==> src/pkg/nbu_pkg.sv <==
// shared constants and types for the nine-bit serial port and baud logic
// assumes one core clock; register access is the 8-bit special-register port
package nbu_pkg;
    // register offsets
    localparam logic [7:0] ADDR_CONTROL = 8'h98;
    localparam logic [7:0] ADDR_BUFFER = 8'h99;
    localparam logic [7:0] ADDR_FRACTION = 8'h9d;
    localparam logic [7:0] ADDR_TIMER_CTL = 8'h9e;
    // serial_control fields
    localparam int CTL_MODE_HIGH = 7;
    localparam int CTL_MODE_LOW = 6;
    localparam int CTL_ADDR_FILTER = 5;
    localparam int CTL_RX_ENABLE = 4;
    localparam int CTL_TX_NINTH = 3;
    localparam int CTL_RX_NINTH = 2;
    localparam int CTL_TX_DONE = 1;
    localparam int CTL_RX_DONE = 0;
    // uart_timer_fraction fields
    localparam int FRAC_SELECT = 7;
    localparam int FRAC_MSB = 5;
    // uart_timer_control fields
    localparam int TCTL_FRAMING = 6;
    localparam int TCTL_BREAK = 5;
    localparam int TCTL_EXT_MSB = 4;
    localparam int TCTL_EXT_LSB = 3;
    localparam int TCTL_DIV_MSB = 2;
    // reset values
    localparam logic [7:0] RST_REG = 8'h00;
    localparam logic [15:0] RST_TIMER2 = 16'h0000;
    // timing counts in core clocks and ticks
    localparam logic [3:0] SHIFT_DIV_LAST = 4'hb;
    localparam logic [3:0] OS_LAST = 4'hf;
    localparam logic [3:0] OS_MID = 4'h7;
    localparam logic [6:0] FRAC_UNIT = 7'h40;
    localparam logic [3:0] BITS_SHIFT = 4'h8;
    localparam logic [3:0] BITS_EIGHT = 4'ha;
    localparam logic [3:0] BITS_NINE = 4'hb;
    localparam logic [3:0] RX_LAST_EIGHT = 4'h8;
    localparam logic [3:0] RX_LAST_NINE = 4'h9;
    localparam logic [3:0] RX_LAST_SHIFT = 4'h7;

    typedef enum logic [1:0] {TX_IDLE, TX_WAIT, TX_SHIFT} nbu_tx_st_t;
    typedef enum logic [1:0] {RX_IDLE, RX_START, RX_DATA, RX_SHIFT}
        nbu_rx_st_t;

    typedef struct packed {
        logic wr;
        logic rd;
        logic [7:0] addr;
        logic [7:0] wdata;
    } nbu_sfr_req_t;

    typedef struct packed {
        logic [7:0] high;
        logic [7:0] low;
    } nbu_t2_reload_t;

    typedef struct packed {
        logic [7:0] ctl;
        logic [7:0] rxbuf;
        logic uts;
        logic [5:0] frac;
        logic [2:0] div;
        logic [1:0] ext;
        logic fe;
        logic be;
        logic ovw;
        logic [7:0] rdata;
        logic s1;
        logic s2;
        logic sprev;
        logic [3:0] m0cnt;
        logic m2ph;
        logic t1half;
        logic t2ph;
        logic [15:0] t2cnt;
        logic [9:0] upre;
        logic [6:0] uacc;
        logic [3:0] txdiv;
        nbu_tx_st_t txst;
        logic [10:0] txsh;
        logic [3:0] txcnt;
        logic txd;
        nbu_rx_st_t rxst;
        logic [3:0] rxdiv;
        logic [9:0] rxsh;
        logic [3:0] rxcnt;
        logic rxzero;
    } nbu_state_t;
endpackage

==> src/hdl/nbu_uart.sv <==
// nine-bit serial port with its baud sources and enhanced receive checks
// assumes firmware on the special-register port, clocked by the core clock;
// timer 1 overflow arrives as a one-cycle pulse from the timer block
//
// What this block does
// - mode high set, low clear: nine-bit fixed
// - fixed rate clock/32, or /16 when doubled
// - frame is start, eight data, ninth, stop
// - load buffer lsb first, ninth bit next
// - buffer write starts send at next bit boundary
// - set transmit done as stop bit appears
// - plain port keeps frame only if unread clear
// - address filter keeps only ninth-bit-one frames
// - failed check drops frame, receive flag untouched
// - accepted frame fills buffer, ninth, receive flag
// - both mode bits: nine-bit with timer rate
// - shift mode starts on enable, else start bit
// - shift mode rate is clock/12 always
// - timer 1 rate, doubled by doubler, /32
// - timer 2 selects per direction, /16 rate
// - timer 2 advances every two clocks
// - uart timer exponents from control bits
// - uart timer clock/16/2^exp/(1+frac/64)
// - enhanced: missing stop bit flags framing
// - enhanced: line low whole frame flags break
// - enhanced: unread overwritten byte flags overwrite
// - eight-bit filter blocks stopless frames, keeps stop
// - uart timer select overrides doubler, timer 2 outside mode 2
// - enhanced checks only with enhanced bit set
// - framing flag is timer control bit 6
// - break flag is timer control bit 5
module nbu_uart
(
    input wire logic clk,
    input wire logic resetn,
    input wire nbu_pkg::nbu_sfr_req_t sfr_req,
    output logic [7:0] sfr_rdata,
    input wire logic baud_doubler,
    input wire logic enhanced_uart_on,
    input wire logic timer1_overflow,
    input wire logic timer2_rx_select,
    input wire logic timer2_tx_select,
    input wire nbu_pkg::nbu_t2_reload_t timer2_reload,
    input wire logic rxd,
    output logic txd,
    output logic overwrite_flag
);
    nbu_pkg::nbu_state_t st;
    nbu_pkg::nbu_state_t next_st;
    logic [1:0] mode;
    logic m0p;
    logic m2t;
    logic t1t;
    logic t2run;
    logic t2ov;
    logic upre_p;
    logic utt;
    logic [7:0] uacc_sum;
    logic txt;
    logic rxt;
    logic txb;
    logic wr_buf;
    logic wr_ctl;
    logic [9:0] nsh;
    logic rx_final;
    logic [7:0] rx_data;
    logic rx_ninth;
    logic rx_stop;
    logic accept;

    // one tick source per direction; mode 2 ignores the timers
    function automatic logic sel_tick(input logic [1:0] m, input logic uts,
                                      input logic t2sel, input logic fixed,
                                      input logic ut, input logic t2,
                                      input logic t1);
        if (m == 2'b10)
            sel_tick = fixed;
        else if (uts)
            sel_tick = ut;
        else if (t2sel)
            sel_tick = t2;
        else
            sel_tick = t1;
    endfunction

    assign mode = {st.ctl[nbu_pkg::CTL_MODE_HIGH],
                   st.ctl[nbu_pkg::CTL_MODE_LOW]};
    assign wr_buf = sfr_req.wr && sfr_req.addr == nbu_pkg::ADDR_BUFFER;
    assign wr_ctl = sfr_req.wr && sfr_req.addr == nbu_pkg::ADDR_CONTROL;

    // tick generators
    assign m0p = st.m0cnt == nbu_pkg::SHIFT_DIV_LAST;
    assign m2t = baud_doubler | st.m2ph;
    assign t1t = timer1_overflow & (baud_doubler | st.t1half);
    assign t2run = !st.uts && (timer2_rx_select || timer2_tx_select);
    assign t2ov = t2run && st.t2ph && st.t2cnt == 16'hffff;
    assign upre_p = st.upre
        == 10'((11'h001 << ({1'b0, st.div} + {2'h0, st.ext})) - 11'h001);
    assign uacc_sum = {1'b0, st.uacc} + {1'b0, nbu_pkg::FRAC_UNIT};
    // fractional step: one tick per (64 + frac)/64 prescaled pulses
    assign utt = upre_p
        && uacc_sum >= {1'b0, nbu_pkg::FRAC_UNIT} + {2'h0, st.frac};
    assign txt = sel_tick(mode, st.uts, timer2_tx_select, m2t, utt, t2ov, t1t);
    assign rxt = sel_tick(mode, st.uts, timer2_rx_select, m2t, utt, t2ov, t1t);
    assign txb = mode == 2'b00 ? m0p : txt && st.txdiv == nbu_pkg::OS_LAST;

    // receive sampling
    assign nsh = {st.s2, st.rxsh[9:1]};
    assign rx_final = (st.rxst == nbu_pkg::RX_DATA && rxt
                       && st.rxdiv == nbu_pkg::OS_LAST
                       && st.rxcnt == (mode == 2'b01 ? nbu_pkg::RX_LAST_EIGHT
                                                    : nbu_pkg::RX_LAST_NINE))
        || (st.rxst == nbu_pkg::RX_SHIFT && m0p
            && st.rxcnt == nbu_pkg::RX_LAST_SHIFT);
    assign rx_data = mode == 2'b00 ? nsh[9:2]
                   : mode == 2'b01 ? nsh[8:1] : nsh[7:0];
    assign rx_stop = nsh[9];
    assign rx_ninth = mode == 2'b01 ? nsh[9] : nsh[8];
    assign accept = rx_final && (enhanced_uart_on
                                 || !st.ctl[nbu_pkg::CTL_RX_DONE])
        && (mode == 2'b00 || !st.ctl[nbu_pkg::CTL_ADDR_FILTER]
            || rx_ninth);

    always_comb
    begin
        next_st = st;
        // register writes; hardware sets below win over them
        if (wr_ctl)
            next_st.ctl = sfr_req.wdata;
        if (sfr_req.wr && sfr_req.addr == nbu_pkg::ADDR_FRACTION)
        begin
            next_st.uts = sfr_req.wdata[nbu_pkg::FRAC_SELECT];
            next_st.frac = sfr_req.wdata[nbu_pkg::FRAC_MSB:0];
        end
        if (sfr_req.wr && sfr_req.addr == nbu_pkg::ADDR_TIMER_CTL)
        begin
            next_st.div = sfr_req.wdata[nbu_pkg::TCTL_DIV_MSB:0];
            next_st.ext = sfr_req.wdata[nbu_pkg::TCTL_EXT_MSB:
                                        nbu_pkg::TCTL_EXT_LSB];
        end
        if (sfr_req.rd)
        begin
            case (sfr_req.addr)
                nbu_pkg::ADDR_CONTROL: next_st.rdata = st.ctl;
                nbu_pkg::ADDR_BUFFER: next_st.rdata = st.rxbuf;
                nbu_pkg::ADDR_FRACTION: next_st.rdata = {st.uts, 1'b0, st.frac};
                nbu_pkg::ADDR_TIMER_CTL: next_st.rdata = {1'b0, st.fe, st.be,
                    st.ext, st.div};
                default: next_st.rdata = nbu_pkg::RST_REG;
            endcase
            if (sfr_req.addr == nbu_pkg::ADDR_BUFFER)
                next_st.ovw = 1'b0;
        end
        // pin synchroniser; second stage and the edge stage after it are read
        next_st.s1 = rxd;
        next_st.s2 = st.s1;
        next_st.sprev = st.s2;
        // baud sources
        next_st.m0cnt = m0p ? 4'h0 : st.m0cnt + 4'h1;
        next_st.m2ph = !st.m2ph;
        if (timer1_overflow)
            next_st.t1half = !st.t1half;
        if (t2run)
        begin
            next_st.t2ph = !st.t2ph;
            if (t2ov)
                next_st.t2cnt = {timer2_reload.high, timer2_reload.low};
            else if (st.t2ph)
                next_st.t2cnt = st.t2cnt + 16'h0001;
        end
        else // idle timer holds its reload so the first period is full
            next_st.t2cnt = {timer2_reload.high, timer2_reload.low};
        next_st.upre = upre_p ? 10'h000 : st.upre + 10'h001;
        if (upre_p)
            next_st.uacc = utt ? 7'(uacc_sum - {2'h0, nbu_pkg::FRAC_UNIT}
                                    - {2'h0, st.frac})
                               : uacc_sum[6:0];
        // transmitter
        if (txt)
            next_st.txdiv = st.txdiv + 4'h1;
        case (st.txst)
            nbu_pkg::TX_IDLE: next_st.txd = 1'b1;
            nbu_pkg::TX_WAIT,
            nbu_pkg::TX_SHIFT:
                if (txb)
                begin
                    if (st.txcnt == 4'h0)
                        next_st.txst = nbu_pkg::TX_IDLE;
                    else
                    begin
                        next_st.txst = nbu_pkg::TX_SHIFT;
                        next_st.txd = st.txsh[0];
                        next_st.txsh = {1'b1, st.txsh[10:1]};
                        next_st.txcnt = st.txcnt - 4'h1;
                        if (st.txcnt == 4'h1)
                            next_st.ctl[nbu_pkg::CTL_TX_DONE] = 1'b1;
                    end
                end
            default: next_st.txst = nbu_pkg::TX_IDLE;
        endcase
        // a write while busy restarts the frame rather than queue it
        if (wr_buf)
        begin
            next_st.txst = nbu_pkg::TX_WAIT;
            case (mode)
                2'b00:
                begin
                    next_st.txsh = {3'b111, sfr_req.wdata};
                    next_st.txcnt = nbu_pkg::BITS_SHIFT;
                end
                2'b01:
                begin
                    next_st.txsh = {2'b11, sfr_req.wdata, 1'b0};
                    next_st.txcnt = nbu_pkg::BITS_EIGHT;
                end
                default:
                begin
                    next_st.txsh = {1'b1, st.ctl[nbu_pkg::CTL_TX_NINTH],
                                    sfr_req.wdata, 1'b0};
                    next_st.txcnt = nbu_pkg::BITS_NINE;
                end
            endcase
        end
        // receiver
        case (st.rxst)
            nbu_pkg::RX_IDLE:
            begin
                next_st.rxcnt = 4'h0;
                next_st.rxdiv = 4'h0;
                next_st.rxzero = 1'b1;
                if (st.ctl[nbu_pkg::CTL_RX_ENABLE])
                begin
                    if (mode == 2'b00 && !st.ctl[nbu_pkg::CTL_RX_DONE])
                        next_st.rxst = nbu_pkg::RX_SHIFT;
                    else if (mode != 2'b00 && st.sprev && !st.s2)
                        next_st.rxst = nbu_pkg::RX_START;
                end
            end
            nbu_pkg::RX_START:
                if (rxt)
                begin
                    next_st.rxdiv = st.rxdiv + 4'h1;
                    if (st.rxdiv == nbu_pkg::OS_MID)
                    begin
                        // a glitch shorter than half a bit is not a start
                        next_st.rxst = st.s2 ? nbu_pkg::RX_IDLE
                                             : nbu_pkg::RX_DATA;
                        next_st.rxdiv = 4'h0;
                    end
                end
            nbu_pkg::RX_DATA:
                if (rxt)
                begin
                    next_st.rxdiv = st.rxdiv + 4'h1;
                    if (st.rxdiv == nbu_pkg::OS_LAST)
                    begin
                        next_st.rxsh = nsh;
                        next_st.rxzero = st.rxzero & !st.s2;
                        next_st.rxcnt = st.rxcnt + 4'h1;
                    end
                end
            nbu_pkg::RX_SHIFT:
                if (m0p)
                begin
                    next_st.rxsh = nsh;
                    next_st.rxcnt = st.rxcnt + 4'h1;
                end
            default: next_st.rxst = nbu_pkg::RX_IDLE;
        endcase
        if (rx_final)
        begin
            next_st.rxst = nbu_pkg::RX_IDLE;
            if (mode != 2'b00 && enhanced_uart_on)
            begin
                next_st.fe = !rx_stop;
                next_st.be = st.rxzero & !st.s2;
            end
            if (accept)
            begin
                next_st.rxbuf = rx_data;
                next_st.ctl[nbu_pkg::CTL_RX_NINTH] = rx_ninth;
                next_st.ctl[nbu_pkg::CTL_RX_DONE] = 1'b1;
                if (enhanced_uart_on && st.ctl[nbu_pkg::CTL_RX_DONE])
                    next_st.ovw = 1'b1;
            end
        end
    end

    always_ff @(posedge clk or negedge resetn)
    begin
        if (!resetn)
        begin
            st <= '0;
            st.txd <= 1'b1;
            st.s1 <= 1'b1;
            st.s2 <= 1'b1;
            st.sprev <= 1'b1;
            st.ctl <= nbu_pkg::RST_REG;
            st.t2cnt <= nbu_pkg::RST_TIMER2;
        end
        else
            st <= next_st;
    end

    assign sfr_rdata = st.rdata;
    assign txd = st.txd;
    assign overwrite_flag = st.ovw;
endmodule // nbu_uart

==> config.mk <==
export PLATFORM = sky130hd
export DESIGN_NAME = nbu_uart
export DESIGN_NICKNAME = d
export VERILOG_FILES = /design/src/pkg/nbu_pkg.sv /design/src/hdl/nbu_uart.sv
export SDC_FILE = /design/constraint.sdc
export NUM_CORES = 1
export LEC_CHECK = 0
export BUFFER_PORTS_ARGS = -buffer_cell sky130_fd_sc_hd__buf_4
export CAP_MARGIN = 5
export CORE_MARGIN = 2
export CORE_UTILIZATION = 28
export DETAILED_ROUTE_END_ITERATION = 12
export PLACE_DENSITY = 0.54
export SLEW_MARGIN = 15
export SYNTH_ARGS = -nofsm -noshare
export SYNTH_HDL_FRONTEND = slang
export SYNTH_SLANG_ARGS = --single-unit
==> constraint.sdc <==
create_clock -name clk -period 6.55 [get_ports clk]
set_input_delay 0.655 -clock clk [delete_from_list [all_inputs] [get_ports clk]]
set_output_delay 0.655 -clock clk [all_outputs]
set_load 0.01 [all_outputs]
==> metrics.yaml, run 1 <==
run_status:
  status: "finished, final reports clean"
critical_path:
  endpoint_kind: "register"
  path_cells: "ha_1, inv_1, fa_1, nor2b_1, a32oi_1, or2_2, ha_1, xnor2_1, nor4b_1, a311oi_1, or4_4, o31ai_4, a31oi_1, a211o_1, mux2_1"
  path_class: "reg -> reg"
  worstSetupStartpointType: "register"
  worst-path-max-fanout: 10
  cpMostUsedCell: "ha_1"
  critPathMaxStageDelay_ns: 0.60
  arrival_ns: 5.39
  reg2reg_depth: 15
  cpMaxStageDelayCell: "or4_4"
  crit_required_ns: 6.85
cts:
  path_clk_slew_ns: 0.06
  clock_path_buffers: 2
  cts_root_buf: "clkbuf_16"
  h-tree-depth: 4
  tritoncts: "built"
  clkSinkCount: 124
  postCtsHoldBufs: 0
  numCtsBuffers: 17
  cts_resized: 0
  cts_setup_buffers: 0
  insertion_delay_ns: 0.42
yosys:
  syn-num-nets: 820
  async_flop_share: 1.000
  ys_ff_latch: 124
  netlist_area_sq_um: 7159
  synthCells: 746
  yosysUniqueCellTypes: 70
  syn_avg_cell_area_sq_um: 9.597
  synth_warnings: 0
  synth_seq_area_share: 0.4341
  synth_edf_count: 0
  ys.flop_type: "dfrtp_1"
route:
  drt_iter0_markers: 365
  routed_via_density: 4.911
  vias: 5530
  drt-total-wl_um: 16360
  ant_nets: 0
  drc_errors: 0
  post_drt_wl_per_cell_um: 14.52
  drtPass1Iterations: 5
power:
  p_leak_uw: 0.003690
  cellPowerDensity_nw_per_um2: 330.8
  irDropWorstVdd_uv: 178.2
  totalPowerFinal_uw: 2795
die:
  die_w_um: 163.9
  core_sq_um: 25110
  rows: 58
  start_util: 0.2851
  ios: 52
  die_area_sq_um: 26860
  die_y_um: 163.9
final_layout:
  fin_nets: 857
  antennaDiodeCount: 0
  syn_to_final_growth_pct: 18.00
  fillerInstances: 2594
  drive_above_1_share: 0.1696
  finalInstanceArea_sq_um: 8448
sta:
  fin_tns_setup_ns: 0
  slew_violations: 0
  rsz0062_at_grt: "no"
  layout_setup_ws_ns: 1.461
  fmax_mhz: 196.5
  max_slew_margin: 0.3106
  fin_skew_ns: 0.01455
  min_period_ns: 5.089
  tightest_slew_ns: 1.026
  hold_viol: 0
  finalSetupViolCount: 0
  min_period_over_period: 0.7769
  whs_ns: 0.2782
global_routing:
  grt_pass1_vias: 5272
  antenna_found_initial: 0
  grt_max_degree: 75
  globalRouteOverflowTotal: 0
  grt_pass1_wl_um: 27340
  grt_usage: 0.1280
placement:
  hpwl_um: 11740
  portBuffers: 51
  gp_congestion: 0.7973
  place_area_sq_um: 7816
  dpl_worst_slack_ns: 1.494
run:
  max_cap_viol_count: 0
hold_path:
  worstHoldPathType: "in -> async"
## layout by cell type, fill, tap and decap left out, types with 29 or more instances in the layout
master     n
mux2_2    32
o21ai_0   49
nor2_1    64
nand3_1   35
dfrtp_1  120
mux2i_1   29
buf_4     56
inv_1     43
a21oi_1   49
nand2_1   64
## power by group
group          leakage [uW]  total [uW]  internal [uW]  switching (uW)
clock              0.000306        1020            652             368
sequential          0.00158        1070            918             155
combinational       0.00180         702            329             372
total               0.00369        2790           1900             895
## layout make-up
cell class,count,area [sq um],share of cell area
multi-input cells,541,3714,0.4396
flip-flops and latches,124,3108,0.3679
clock buffers,20,446.7,0.05287
repair buffers,56,420.4,0.04976
well taps,330,412.9,0.04887
clock inverters,12,185.2,0.02192
inverters,43,161.4,0.01911
## synth_stat cells (3+ instances only)
master	count	area, sq um
clkbuf_1	24	90.09
a21oi_1	49	245.2
nand4_1	5	31.28
nand3_1	35	175.2
o21bai_1	4	30.03
nor3b_1	5	37.54
nor2b_1	10	62.56
or2_2	4	25.02
xor2_1	13	113.9
nor4_1	3	18.77
and3_1	11	68.82
o31ai_1	4	30.03
buf_1	3	11.26
or3_1	7	43.79
nor3_1	7	35.03
a31oi_1	3	18.77
a22o_1	6	52.55
o41ai_1	4	35.03
xnor2_1	12	105.1
nor2_1	65	244.0
dfrtp_1	120	3003
ha_1	28	350.3
fa_1	4	80.08
a21o_1	5	37.54
dfstp_2	4	105.1
mux2_1	9	101.4
mux2i_1	29	290.3
o21ai_0	49	245.2
mux2_2	32	360.4
nand2_1	64	240.2
nand2b_1	7	43.79
o221ai_1	8	70.07
o22ai_1	9	56.30
nand3b_1	4	30.03
buf_4	9	67.56
inv_1	43	161.4
a221oi_1	7	61.31
## critical path, delay by kind of cell (launching register included)
family / cells / cell delay [ns]
AOI/OAI and AO/OA: 5 / 1.63
and+or+nand+nor: 4 / 1.27
adders and majority gates: 3 / 1.04
DFF: 1 / 0.38
muxes: 1 / 0.37
xor gates and xnor gates: 1 / 0.20
buffers and inverters: 1 / 0.06
## path summary, 6_finish.rpt
kind	slack, ns	from	end
worst max-delay path	1.46	st[99]$_DFFE_PN0P_	st[115]$_DFFE_PN0P_
worst min-delay path	0.28	resetn	nsh[1]$_DFFE_PN0P_
worst max register to register	1.46	st[99]$_DFFE_PN0P_	st[115]$_DFFE_PN0P_
worst min register to register	0.36	next_st[84]$_DFF_PN1_	rx_stop$_DFF_PN1_
max in group asynchronous	4.79	resetn	st[62]$_DFFE_PN0P_
min in group clk	0.34	rxd	next_st[84]$_DFF_PN1_
## sequential cells by signal (all words and copies together) (netlist names)
signal	flops
rx_stop	1
next_st	1
txd	1
overwrite_flag	1
st	101
mode	2
nsh	9
sfr_rdata	8
## per-stage QoR
stage / std cells / utilization
after global routing: 1126 / 0.3365
after CTS: 1126 / 0.3365
after detailed placement: 1094 / 0.3113
final: 1126 / 0.3365
after floorplan: 746 / -
after global placement: 1094 / 0.3113
## cell families after synthesis
| kind of cell | synth area share |
|---|---|
| buf+inv | 0.04753 |
| mux | 0.1050 |
| fa+ha+maj | 0.06012 |
| compound gates | 0.1545 |
| xor+xnor | 0.03286 |
| flops | 0.4341 |
| simple gates | 0.1659 |
## per-layer routing
metal | track usage | vias up | share of wire
met1 | 0.1756 | 2691 | 0.48
li1 | - | 2741 | -
met4 | 0.03628 | 0 | 0.011
met2 | 0.2036 | 82 | 0.47
met5 | 0 | - | 0
met3 | 0.02753 | 16 | 0.034
No activity file was read; power rests on OpenSTA's default activity.
==> run 2, diff against run 1 <==
--- a/config.mk
+++ b/config.mk
@@ -10,7 +10,7 @@
 export CORE_MARGIN = 2
 export CORE_UTILIZATION = 28
 export DETAILED_ROUTE_END_ITERATION = 12
-export PLACE_DENSITY = 0.54
+export PLACE_DENSITY = 0.56
 export SLEW_MARGIN = 15
 export SYNTH_ARGS = -nofsm -noshare
 export SYNTH_HDL_FRONTEND = slang
==> constraint.sdc (replaced) <==
create_clock -name clk -period 4.2 [get_ports clk]
set_input_delay 0.42 -clock clk [delete_from_list [all_inputs] [get_ports clk]]
set_output_delay 0.42 -clock clk [all_outputs]
set_load 0.01 [all_outputs]
==> metrics.yaml, run 2 (same netlist as run 1, synthesis figures left out) <==
run_status:
  status: "finished, final reports clean"
final_layout:
  mostFrequentLayoutCells: "dfrtp_1 (120), buf_4 (83), nand2_1 (64)"
  syn_to_final_growth_pct: 24.01
  drive_above_1_share: 0.2337  # +0.06414
  area.sequential_sq_um: 3108  # unchanged
  antennaDiodeCount: 0  # unchanged
  largest_register: "st"
  multi_input_area_sq_um: 3869  # +4.2%
  final_util: 0.3536  # +0.01714
  largest_reg_flops: 101  # unchanged
  fillerInstances: 2628  # +1.3%
  fin_nets: 891  # +4.0%
  final_common_cell: "dfrtp_1"
sta:
  slew_violations: 0  # unchanged
  fin_skew_ns: 0.01197  # -0.002581 ns
  tightest_slew_ns: 1.041  # +0.01490 ns
  min_period_over_period: 0.9731  # +0.1962
  fin_tns_setup_ns: 0  # unchanged
  finalSetupViolCount: 0  # unchanged
  hold_viol: 0  # unchanged
  rsz0062_at_grt: "yes"
  max_slew_margin: 0.3059  # -0.004670
  fmax_mhz: 244.7  # +25%
  min_period_ns: 4.087  # -1.002 ns
placement:
  portBuffers: 51  # unchanged
  gp_congestion: 0.7965  # -0.10%
  hpwl_um: 12140  # +3.4%
route:
  drc_errors: 0  # unchanged
  vias: 5712  # +3.3%
  routed_via_density: 4.924  # +0.26%
  drtPass1Iterations: 6  # +1
  ant_nets: 0  # unchanged
  drt_iter0_markers: 390  # +6.8%
  drt-total-wl_um: 17340  # +6.0%
  post_drt_wl_per_cell_um: 14.95  # +2.9%
critical_path:
  cpMostUsedCell: "buf_6"
  cp_top_family: "simple AND/OR/NAND/NOR gates"
  path_class: "reg -> reg"
  path_cells: "ha_2, inv_2, fa_2, nor2_2, a32oi_2, or2_4, ha_4, buf_6, and3b_1, mux2i_1, o221ai_2, xor2_2, a211o_1, o31ai_4, buf_6, buf_6, a21boi_4, or3_4, mux2_2"
  cpMaxStageDelayCell: "or3_4"
  endpoint_kind: "register"
  worst-path-max-fanout: 6  # -4
  crit_buf_inv: 4  # +3
  arrival_ns: 4.41  # -0.98 ns
  r2r_slack_ns: 0.11  # -1.35 ns
  crit_required_ns: 4.52  # -2.33 ns
  critPathMaxStageDelay_ns: 0.40  # -0.20 ns
  worstSetupStartpointType: "register"
cts:
  h-tree-depth: 4  # unchanged
  cts_root_buf: "clkbuf_16"
  clock_path_buffers: 2  # unchanged
  postCtsHoldBufs: 0  # unchanged
  insertion_delay_ns: 0.43  # about the same
  clkSinkCount: 124  # unchanged
  path_clk_slew_ns: 0.07  # about the same
  tritoncts: "built"
  numCtsBuffers: 17  # unchanged
global_routing:
  grt_max_degree: 78  # +4.0%
  antenna_found_initial: 0  # unchanged
  grt_pass1_vias: 5505  # +4.4%
  grt_usage: 0.1354  # +0.007401
  globalRouteOverflowTotal: 0  # unchanged
  grt_pass1_wl_um: 28660  # +4.8%
die:
  die_y_um: 163.9  # unchanged
  die_area_sq_um: 26860  # unchanged
  die_w_um: 163.9  # unchanged
  rows: 58  # unchanged
  core_sq_um: 25110  # unchanged
  ios: 52  # unchanged
  start_util: 0.2851  # unchanged
power:
  irDropWorstVdd_uv: 230.6  # +29%
  cellPowerDensity_nw_per_um2: 498.8  # +51%
  p_leak_uw: 0.003881  # +5.2%
hold_path:
  worstHoldPathType: "in -> reg"
run:
  max_cap_viol_count: 0  # unchanged
==> run 2: cell types whose count changed in the layout (fill, tap and decap cells not counted), moves of 3 or more <==
cell | before | now
buf_6 | 0 | 3
buf_12 | 0 | 3
inv_8 | 0 | 3
buf_4 | 56 | 83
o21ai_0 | 49 | 46
o21ai_1 | 0 | 3
==> run 2: layout make-up <==
cell class,count,share of cell area
well taps,330,0.04651
flip-flops and latches,124,0.3501
inverters,43,0.01818
multi-input cells,542,0.4357
clock inverters,14,0.01931
clock buffers,18,0.04946
repair buffers,89,0.08075
==> run 2: through the flow <==
step	hold WS (ns)	total power, uW	cell area (sq um)	worst slack (ns)	cells
3_5_place_dp	0.3495	2839	8066	-0.1419	1115
6_report	0.09326	4429	8879	0.1129	1160
2_1_floorplan	0.1244	2515	7244	0.01020	746
5_1_grt	0.07170	4745	8879	-0.04581	1160
4_1_cts	0.07809	4421	8727	-0.01675	1150
3_3_place_gp	0.3464	2814	8066	0.01066	1115
==> run 2: worst register-to-register path: stages, from the launching register on <==
cell	delay, ns
dfrtp_1	0.36
ha_2	0.19
inv_2	0.04
fa_2	0.37
nor2_2	0.11
a32oi_2	0.12
or2_4	0.27
ha_4	0.19
buf_6	0.13
and3b_1	0.17
mux2i_1	0.16
o221ai_2	0.14
xor2_2	0.18
a211o_1	0.29
o31ai_4	0.25
buf_6	0.15
buf_6	0.12
a21boi_4	0.07
or3_4	0.40
mux2_2	0.28
==> run 2: final timing paths <==
check                                      start                    end  depth (start not counted)
max                           st[97]$_DFFE_PN0P_      st[1]$_DFFE_PN0P_                         19
min                                          rxd  next_st[84]$_DFF_PN1_                          1
max reg2reg                   st[97]$_DFFE_PN0P_      st[1]$_DFFE_PN0P_                         19
min reg2reg                next_st[84]$_DFF_PN1_      rx_stop$_DFF_PN1_                          0
max in group asynchronous                 resetn        txd$_DFFE_PN1P_                          2
min in group asynchronous                 resetn     nsh[2]$_DFFE_PN0P_                          1
==> run 2: timing repair <==
item / in CTS / in global routing
cloned: 0 / 1
setup buffers: 3 / 9
gates resized for setup: 6 / 18
pin swaps: 2 / 10
setup endpoints to repair: 22 / 36
==> run 2: power breakdown <==
group	switching (uW)	total, uW	internal [uW]
Clock	636	1550	913
Sequential	247	1680	1430
Combinational	614	1200	588
==> run 2: per-layer routing <==
layer,track usage,share of wire
met2,0.2162,0.48
met3,0.02980,0.030
met4,0.03987,0.011
met5,0,0
met1,0.1840,0.48
